==> src/serdes_regs.vh <==
// Register map, field positions and reset values of the SERDES register bank.
`ifndef SERDES_REGS_VH
`define SERDES_REGS_VH

// ----------------------------------------------------------------------------
// Register indices; the byte address is four times the index
// ----------------------------------------------------------------------------
`define RX_CHAN_A_VALID_MASK_IDX 8'h0A
`define RX_CHAN_B_DATA_BYTE_IDX 8'h0B
`define RX_CHAN_B_VALID_MASK_IDX 8'h0C
`define TX_IRQ_ENABLE_MASK_IDX 8'h0D
`define TX_IRQ_STATUS_IDX 8'h20
`define RX_ALL_VALID_STATUS_IDX 8'h21
`define ADDR_LSB 2
`define ADDR_IDX_W 8

// ----------------------------------------------------------------------------
// Field positions
// ----------------------------------------------------------------------------
`define TX_EMPTY_BIT 0
`define TX_DONE_BIT 1
`define TX_OVERFLOW_BIT 2
`define TX_UNDERFLOW_BIT 3
`define TX_FIELD_W 4
`define RX_ALL_VALID_A_BIT 0
`define RX_ALL_VALID_B_BIT 1

// ----------------------------------------------------------------------------
// Reset values and bus answers
// ----------------------------------------------------------------------------
`define RX_MASK_RESET 8'h00
`define RX_DATA_RESET 8'h00
`define TX_IRQ_ENABLE_RESET 4'h0
`define TX_IRQ_STATUS_RESET 4'h0
`define RESP_OKAY 2'h0
`define RESP_SLVERR 2'h2
`define BYTE_BITS 8
`define BIT_CNT_W 3
`define BIT_CNT_LAST 3'h7

`endif

==> src/rx_chan_capture.v <==
// Serial-to-parallel capture of one receive channel with its bit validity mask.
`timescale 1ns/100ps
`default_nettype none
`include "serdes_regs.vh"
module rx_chan_capture (
  // Clock and reset
  input wire aclk,
  input wire aresetn,
  // Receiver bit stream
  input wire bit_strobe,
  input wire bit_value,
  input wire bit_valid,
  input wire frame_end,
  // Captured byte
  output reg [7:0] data_r,
  output reg [7:0] mask_r,
  output reg all_valid_r,
  output reg byte_load_r
);

  reg [`BIT_CNT_W-1:0] cnt_r;
  reg [7:0] shift_data_r;
  reg [7:0] shift_mask_r;
  reg [7:0] data_nxt;
  reg [7:0] mask_nxt;
  wire last_bit;

  assign last_bit = bit_strobe && (cnt_r == `BIT_CNT_LAST);

  // Merge the bit arriving now into the byte being assembled.
  always @* begin
    data_nxt = shift_data_r;
    mask_nxt = shift_mask_r;
    if (bit_strobe) begin
      data_nxt[cnt_r] = bit_value;
      mask_nxt[cnt_r] = bit_valid;
    end
  end

  // A frame end hands over a partial byte; bits never received read invalid.
  always @(posedge aclk) begin
    if (!aresetn) begin
      cnt_r <= {`BIT_CNT_W{1'b0}};
      shift_data_r <= `RX_DATA_RESET;
      shift_mask_r <= `RX_MASK_RESET;
      data_r <= `RX_DATA_RESET;
      mask_r <= `RX_MASK_RESET;
      all_valid_r <= 1'b0;
      byte_load_r <= 1'b0;
    end else begin
      byte_load_r <= 1'b0;
      if (last_bit || frame_end) begin
        data_r <= data_nxt;
        mask_r <= mask_nxt;
        all_valid_r <= &mask_nxt;
        byte_load_r <= 1'b1;
        cnt_r <= {`BIT_CNT_W{1'b0}};
        shift_data_r <= `RX_DATA_RESET;
        shift_mask_r <= `RX_MASK_RESET;
      end else if (bit_strobe) begin
        cnt_r <= cnt_r + 3'h1;
        shift_data_r <= data_nxt;
        shift_mask_r <= mask_nxt;
      end
    end
  end

endmodule
`default_nettype wire

==> src/serdes_rx_valid_tx_irq_enable.v <==
// SERDES receive mask/data registers and transmit interrupt enable over AXI4-Lite.
//
// Added by the designer: the AXI4-Lite slave port.
`timescale 1ns/100ps
`default_nettype none
`include "serdes_regs.vh"
module serdes_rx_valid_tx_irq_enable #(
  parameter ADDR_W = 12
) (
  // Clock and reset
  input wire aclk,
  input wire aresetn,
  // AXI4-Lite write address
  input wire [ADDR_W-1:0] s_axi_awaddr,
  input wire [2:0] s_axi_awprot,
  input wire s_axi_awvalid,
  output reg s_axi_awready,
  // AXI4-Lite write data
  input wire [31:0] s_axi_wdata,
  input wire [3:0] s_axi_wstrb,
  input wire s_axi_wvalid,
  output reg s_axi_wready,
  // AXI4-Lite write response
  output reg [1:0] s_axi_bresp,
  output reg s_axi_bvalid,
  input wire s_axi_bready,
  // AXI4-Lite read address
  input wire [ADDR_W-1:0] s_axi_araddr,
  input wire [2:0] s_axi_arprot,
  input wire s_axi_arvalid,
  output reg s_axi_arready,
  // AXI4-Lite read data
  output reg [31:0] s_axi_rdata,
  output reg [1:0] s_axi_rresp,
  output reg s_axi_rvalid,
  input wire s_axi_rready,
  // Mode enables from the radio control
  input wire rx_mode_en,
  input wire tx_mode_en,
  // Channel A receiver bit stream
  input wire rx_a_bit_strobe,
  input wire rx_a_bit_value,
  input wire rx_a_bit_valid,
  input wire rx_a_frame_end,
  // Channel B receiver bit stream
  input wire rx_b_bit_strobe,
  input wire rx_b_bit_value,
  input wire rx_b_bit_valid,
  input wire rx_b_frame_end,
  // Transmitter condition pulses
  input wire tx_underflow_evt,
  input wire tx_overflow_evt,
  input wire tx_done_evt,
  input wire tx_empty_evt,
  // Interrupt and receive flags
  output reg irq_r,
  output reg rx_a_all_valid_r,
  output reg rx_b_all_valid_r
);

  // --------------------------------------------------------------------------
  // Receive channels
  // --------------------------------------------------------------------------
  wire [1:0] ch_strobe;
  wire [1:0] ch_value;
  wire [1:0] ch_valid;
  wire [1:0] ch_end;
  wire [7:0] ch_data [0:1];
  wire [7:0] ch_mask [0:1];
  wire [1:0] ch_all_valid;
  wire [1:0] ch_load;

  assign ch_strobe = {rx_b_bit_strobe, rx_a_bit_strobe};
  assign ch_value = {rx_b_bit_value, rx_a_bit_value};
  assign ch_valid = {rx_b_bit_valid, rx_a_bit_valid};
  assign ch_end = {rx_b_frame_end, rx_a_frame_end};

  // Nothing is captured outside receive mode, so stale air bits never land.
  genvar gi;
  generate
    for (gi = 0; gi < 2; gi = gi + 1) begin : g_chan
      rx_chan_capture u_cap (
        .aclk(aclk),
        .aresetn(aresetn),
        .bit_strobe(ch_strobe[gi] & rx_mode_en),
        .bit_value(ch_value[gi]),
        .bit_valid(ch_valid[gi]),
        .frame_end(ch_end[gi] & rx_mode_en),
        .data_r(ch_data[gi]),
        .mask_r(ch_mask[gi]),
        .all_valid_r(ch_all_valid[gi]),
        .byte_load_r(ch_load[gi])
      );
    end
  endgenerate

  // --------------------------------------------------------------------------
  // Transmit interrupt enable and sticky status
  // --------------------------------------------------------------------------
  reg [`TX_FIELD_W-1:0] tx_irq_enable_r;
  reg [`TX_FIELD_W-1:0] tx_irq_status_r;
  reg [`TX_FIELD_W-1:0] tx_irq_status_nxt;
  wire [`TX_FIELD_W-1:0] tx_evt;
  wire [`TX_FIELD_W-1:0] tx_clear;
  wire [`TX_FIELD_W-1:0] tx_pending;

  // Events are dropped while the transmitter is off, so its status reads zero.
  assign tx_evt[`TX_UNDERFLOW_BIT] = tx_underflow_evt & tx_mode_en;
  assign tx_evt[`TX_OVERFLOW_BIT] = tx_overflow_evt & tx_mode_en;
  assign tx_evt[`TX_DONE_BIT] = tx_done_evt & tx_mode_en;
  assign tx_evt[`TX_EMPTY_BIT] = tx_empty_evt & tx_mode_en;

  // --------------------------------------------------------------------------
  // AXI4-Lite write channel
  // --------------------------------------------------------------------------
  reg aw_held_r;
  reg w_held_r;
  reg [`ADDR_IDX_W-1:0] aw_idx_r;
  reg [31:0] wdata_r;
  reg [3:0] wstrb_r;
  wire aw_take;
  wire w_take;
  wire [`ADDR_IDX_W-1:0] aw_idx_now;
  wire [`ADDR_IDX_W-1:0] wr_idx;
  wire [31:0] wr_data;
  wire [3:0] wr_strb;
  wire wr_fire;
  wire wr_lane0;
  wire wr_hit_enable;
  wire wr_hit_status;
  wire wr_mapped;

  assign aw_take = s_axi_awvalid & s_axi_awready;
  assign w_take = s_axi_wvalid & s_axi_wready;
  assign aw_idx_now = s_axi_awaddr[`ADDR_LSB+`ADDR_IDX_W-1:`ADDR_LSB];
  assign wr_idx = aw_held_r ? aw_idx_r : aw_idx_now;
  assign wr_data = w_held_r ? wdata_r : s_axi_wdata;
  assign wr_strb = w_held_r ? wstrb_r : s_axi_wstrb;
  assign wr_fire = (aw_held_r | aw_take) & (w_held_r | w_take) &
                   ~s_axi_bvalid;
  assign wr_lane0 = wr_fire & wr_strb[0];
  assign wr_hit_enable = (wr_idx == `TX_IRQ_ENABLE_MASK_IDX);
  assign wr_hit_status = (wr_idx == `TX_IRQ_STATUS_IDX);
  // Read-only places take the write and ignore it; unknown places get SLVERR.
  assign wr_mapped = wr_hit_enable | wr_hit_status |
                     (wr_idx == `RX_CHAN_A_VALID_MASK_IDX) |
                     (wr_idx == `RX_CHAN_B_DATA_BYTE_IDX) |
                     (wr_idx == `RX_CHAN_B_VALID_MASK_IDX) |
                     (wr_idx == `RX_ALL_VALID_STATUS_IDX);

  assign tx_clear = (wr_lane0 & wr_hit_status) ?
                    wr_data[`TX_FIELD_W-1:0] : {`TX_FIELD_W{1'b0}};

  // A new event outranks a clear arriving in the same cycle.
  always @* begin
    tx_irq_status_nxt = (tx_irq_status_r & ~tx_clear) | tx_evt;
  end

  assign tx_pending = tx_irq_status_r & tx_irq_enable_r;

  always @(posedge aclk) begin
    if (!aresetn) begin
      aw_held_r <= 1'b0;
      w_held_r <= 1'b0;
      aw_idx_r <= {`ADDR_IDX_W{1'b0}};
      wdata_r <= 32'h00000000;
      wstrb_r <= 4'h0;
      s_axi_awready <= 1'b0;
      s_axi_wready <= 1'b0;
      s_axi_bvalid <= 1'b0;
      s_axi_bresp <= `RESP_OKAY;
      tx_irq_enable_r <= `TX_IRQ_ENABLE_RESET;
      tx_irq_status_r <= `TX_IRQ_STATUS_RESET;
    end else begin
      // Status is forced clear while the transmitter is off.
      if (!tx_mode_en) begin
        tx_irq_status_r <= `TX_IRQ_STATUS_RESET;
      end else begin
        tx_irq_status_r <= tx_irq_status_nxt;
      end
      if (aw_take) begin
        aw_held_r <= 1'b1;
        aw_idx_r <= aw_idx_now;
      end
      if (w_take) begin
        w_held_r <= 1'b1;
        wdata_r <= s_axi_wdata;
        wstrb_r <= s_axi_wstrb;
      end
      if (wr_fire) begin
        aw_held_r <= 1'b0;
        w_held_r <= 1'b0;
        s_axi_bvalid <= 1'b1;
        s_axi_bresp <= wr_mapped ? `RESP_OKAY : `RESP_SLVERR;
        if (wr_lane0 && wr_hit_enable) begin
          // Upper bits are reserved and dropped; they always read zero.
          tx_irq_enable_r <= wr_data[`TX_FIELD_W-1:0];
        end
      end else if (s_axi_bvalid && s_axi_bready) begin
        s_axi_bvalid <= 1'b0;
      end
      // Ready is offered one cycle ahead and dropped once a beat is held.
      s_axi_awready <= ~(aw_held_r | aw_take) & ~wr_fire & ~s_axi_bvalid;
      s_axi_wready <= ~(w_held_r | w_take) & ~wr_fire & ~s_axi_bvalid;
    end
  end

  // --------------------------------------------------------------------------
  // AXI4-Lite read channel
  // --------------------------------------------------------------------------
  reg [31:0] rd_word;
  reg rd_ok;
  wire [`ADDR_IDX_W-1:0] ar_idx;
  wire ar_take;

  assign ar_idx = s_axi_araddr[`ADDR_LSB+`ADDR_IDX_W-1:`ADDR_LSB];
  assign ar_take = s_axi_arvalid & s_axi_arready;

  always @* begin
    rd_word = 32'h00000000;
    rd_ok = 1'b1;
    case (ar_idx)
      `RX_CHAN_A_VALID_MASK_IDX: begin
        rd_word[7:0] = ch_mask[0];
      end
      `RX_CHAN_B_DATA_BYTE_IDX: begin
        rd_word[7:0] = ch_data[1];
      end
      `RX_CHAN_B_VALID_MASK_IDX: begin
        rd_word[7:0] = ch_mask[1];
      end
      `TX_IRQ_ENABLE_MASK_IDX: begin
        rd_word[`TX_FIELD_W-1:0] = tx_irq_enable_r;
      end
      `TX_IRQ_STATUS_IDX: begin
        rd_word[`TX_FIELD_W-1:0] = tx_irq_status_r;
      end
      `RX_ALL_VALID_STATUS_IDX: begin
        rd_word[`RX_ALL_VALID_A_BIT] = rx_a_all_valid_r;
        rd_word[`RX_ALL_VALID_B_BIT] = rx_b_all_valid_r;
      end
      default: begin
        rd_ok = 1'b0;
      end
    endcase
  end

  always @(posedge aclk) begin
    if (!aresetn) begin
      s_axi_arready <= 1'b0;
      s_axi_rvalid <= 1'b0;
      s_axi_rdata <= 32'h00000000;
      s_axi_rresp <= `RESP_OKAY;
    end else begin
      if (ar_take) begin
        s_axi_rvalid <= 1'b1;
        s_axi_rdata <= rd_word;
        s_axi_rresp <= rd_ok ? `RESP_OKAY : `RESP_SLVERR;
      end else if (s_axi_rvalid && s_axi_rready) begin
        s_axi_rvalid <= 1'b0;
      end
      // Only one read is under way, so ready waits for the answer to go.
      // The toggle costs a read at most one idle cycle before it is taken.
      s_axi_arready <= ~ar_take & ~s_axi_rvalid & ~s_axi_arready;
    end
  end

  // --------------------------------------------------------------------------
  // Receive flags
  // --------------------------------------------------------------------------
  // The all-valid flags follow the last stored byte and never drive irq_r.
  always @(posedge aclk) begin
    if (!aresetn) begin
      rx_a_all_valid_r <= 1'b0;
      rx_b_all_valid_r <= 1'b0;
    end else begin
      if (!rx_mode_en) begin
        rx_a_all_valid_r <= 1'b0;
        rx_b_all_valid_r <= 1'b0;
      end else begin
        if (ch_load[0]) begin
          rx_a_all_valid_r <= ch_all_valid[0];
        end
        if (ch_load[1]) begin
          rx_b_all_valid_r <= ch_all_valid[1];
        end
      end
    end
  end

  // --------------------------------------------------------------------------
  // Interrupt output
  // --------------------------------------------------------------------------
  // Registered so the pin never glitches; it trails the status by one cycle.
  always @(posedge aclk) begin
    if (!aresetn) begin
      irq_r <= 1'b0;
    end else begin
      irq_r <= (tx_pending[`TX_UNDERFLOW_BIT] |
                tx_pending[`TX_OVERFLOW_BIT] |
                tx_pending[`TX_DONE_BIT] |
                tx_pending[`TX_EMPTY_BIT]);
    end
  end

endmodule
`default_nettype wire

==> config.mk <==
export PLATFORM = sky130hd
export DESIGN_NAME = serdes_rx_valid_tx_irq_enable
export DESIGN_NICKNAME = d
export VERILOG_FILES = /design/src/rx_chan_capture.v /design/src/serdes_rx_valid_tx_irq_enable.v
export VERILOG_INCLUDE_DIRS = /design/src
export SDC_FILE = /design/constraint.sdc
export NUM_CORES = 1
export LEC_CHECK = 0
export BUFFER_PORTS_ARGS = -buffer_cell sky130_fd_sc_hd__buf_4
export CAP_MARGIN = 15
export CORE_UTILIZATION = 57
export DETAILED_ROUTE_END_ITERATION = 6
export GPL_TIMING_DRIVEN = 0
export PLACE_DENSITY = 0.85
export SYNTH_ARGS = -nofsm -noshare
export SYNTH_HDL_FRONTEND = slang
export SYNTH_HIERARCHICAL = 1
export SYNTH_SLANG_ARGS = --single-unit
==> constraint.sdc <==
create_clock -name aclk -period 3.4 [get_ports aclk]
set_input_delay 0.34 -clock aclk [delete_from_list [all_inputs] [get_ports aclk]]
set_output_delay 0.34 -clock aclk [all_outputs]
set_load 0.1 [all_outputs]
==> reports/metrics.csv <==
metric;value;unit
fp.coreArea;0.00769;sq mm
cp-end-kind;register;
min_from;s_axi_rready;
antenna_found_initial;0;
max-slew-margin-rel;53.9;%
status;finished, final reports clean;
fin_nets;671;
fillers;622;
start_util;58.5;%
worstMarginPinSlew;0.685;ns
seqPwrFrac;50.5;%
placed_cell_area;0.00512;sq mm
p_int;1.62;mW
switching_power;0.775;mW
skew;0.00917;ns
maxCapViolations;0;
dr.pass1.iters;5;
finalCriticalPeriod;2.08;ns
syn_avg_cell_area;9.17;sq um
r2r_start;g_chan[1].u_cap/cnt_r[1];
grt_remaining_overflow;0;
syn_area;0.00450;sq mm
drc;0;
postSynthCellCount;490;
start_kind;register;
cts_setup_buffers;0;
ys_warn_count;6;
io_pins;131;
area_delta_synth_final;18.2;%
cts-htree-levels;3;
final_area;0.00532;sq mm
gp_congestion;0.845;
rsz0062_at_grt;no;
timing.fmax;0.481;GHz
finalSetupTns;0;ns
ctsHoldBuffers;0;
cts_num_sinks;99;
critical_path_class;register to register;
cts_root_buf;clkbuf_8;
pwr-share-clk;30.3;%
pwr-share-comb;19.1;%
hold_class;primary input to register;
num_rows;32;
wl_per_cell;14.2;microns
grt_pass1_vias;3581;
path_clk_slew;0.10;ns
ant_nets;0;
p_leak;2.19;nW
switching_share;32.4;%
die-area;0.00825;sq mm
cts_buffer_depth;2;
dpl.hpwl;7.42;mm
portBuffers;54;
ir_drop;0.224;mV
grt_pass1_wl;16.5;mm
die_width;90.8;microns
worst_ep_arrival_time;2.31;ns
fp.dieH;90.8;microns
crit_required;3.63;ns
drv_slew;0;
drt_iter0_drc;137;
insertion_delay;0.36;ns
hold_viol_final;0;
grt_use_total;25.0;%
via_per_inst;5.47;
crit_start;g_chan[1].u_cap/cnt_r[1];
power.density;450;mW/mm^2
grt_max_degree;19;
vias;3757;
path_max_fanout;10;
cts_buffers;9;
cts_tree;yes;
wl;9.74;mm
setup-violations-final;0;
diodes;0;
cts_resized;0;
drive_above_1_share;22.4;%
timing.final.crit_share;61.2;%
-- power by group through the flow --
stage / clock network (mW) / logic [mW] / registers, mW
after global placement: 0 / 0.447 / 1.23
after detailed placement: 0 / 0.453 / 1.23
final: 0.725 / 0.457 / 1.21
after global routing: 0.798 / 0.485 / 1.21
after floorplan: 0 / 0.290 / 1.30
after CTS: 0.738 / 0.455 / 1.21
-- registers in the layout, indices dropped and copies added (netlist names), 2 cells and up --
signal	cells
g_chan.u_cap/shift_data_r	8
g_chan.u_cap/cnt_r	6
wdata_r	4
g_chan.u_cap/shift_mask_r	16
g_chan.u_cap/data_r	8
tx_irq_enable_r	4
aw_idx_r	8
g_chan.u_cap/byte_load_r	2
g_chan.u_cap/all_valid_r	2
s_axi_rdata	8
tx_irq_status_r	4
g_chan.u_cap/mask_r	16
-- stage by stage --
step                setup slack, ns  hold slack, ns  power [mW]  util (%)  std cells
floorplan                     0.988           0.417        1.59         -        515
global placement               1.39           0.436        1.68      66.6        671
detailed placement             1.34           0.448        1.69      66.6        671
CTS                            1.33           0.218        2.40      69.1        687
global route                   1.09           0.223        2.49      69.1        687
finish                         1.32           0.227        2.39      69.1        687
-- routing by layer --
metal / up-vias / wire length (microns) / track usage, %
met1: 1721 / 4150 / 30.9
li1: 1881 / - / -
met4: 0 / 265 / 10.8
met3: 26 / 610 / 5.64
met5: - / 0 / 0
met2: 129 / 4720 / 41.7
-- critical path, cell delays in order (launching register included) --
cell      delay (ns)
dfxtp_1         0.42
ha_1            0.23
ha_1            0.19
a21oi_1         0.21
nand2b_1        0.13
clkbuf_1        0.27
clkbuf_1        0.35
o21ai_0         0.15
-- cell type report --
| class | instances | area [sq um] | area share, % |
|---|---|---|---|
| Multi-Input combinational cell | 354 | 2230 | 41.9 |
| Sequential cell | 99 | 1980 | 37.3 |
| Timing Repair Buffer | 54 | 405 | 7.63 |
| Buffer | 56 | 358 | 6.73 |
| Clock buffer | 10 | 138 | 2.59 |
| Tap cell | 102 | 128 | 2.40 |
| Clock inverter | 6 | 55.1 | 1.04 |
| Inverter | 6 | 22.5 | 0.424 |
-- path summary, 6_finish.rpt --
check | end | slack, ns | cells after the start
setup / recovery | g_chan[1].u_cap/mask_r[0] | 1.32 | 7
hold / removal | s_axi_rvalid | 0.23 | 3
hold reg to reg | wdata_r[3] | 0.46 | 2
setup reg to reg | g_chan[1].u_cap/mask_r[0] | 1.32 | 7
-- cell usage in the layout, fill, tap and decap left out, drive strengths merged, types with 4 or more instances in the layout --
master	instances
inv	10
nand2	47
nor4	8
conb	26
a22oi	5
nor3	9
mux2	6
dfxtp	99
nor2	43
a31oi	6
clkbuf	24
nand3	17
buf	96
a21oi	27
o22ai	4
and2	8
nor4b	5
nor3b	5
nor2b	5
o21ai	35
ha	4
mux2i	42
a211oi	4
nand4b	8
nand2b	6
and4bb	6
(Power assumes the default switching activity.)
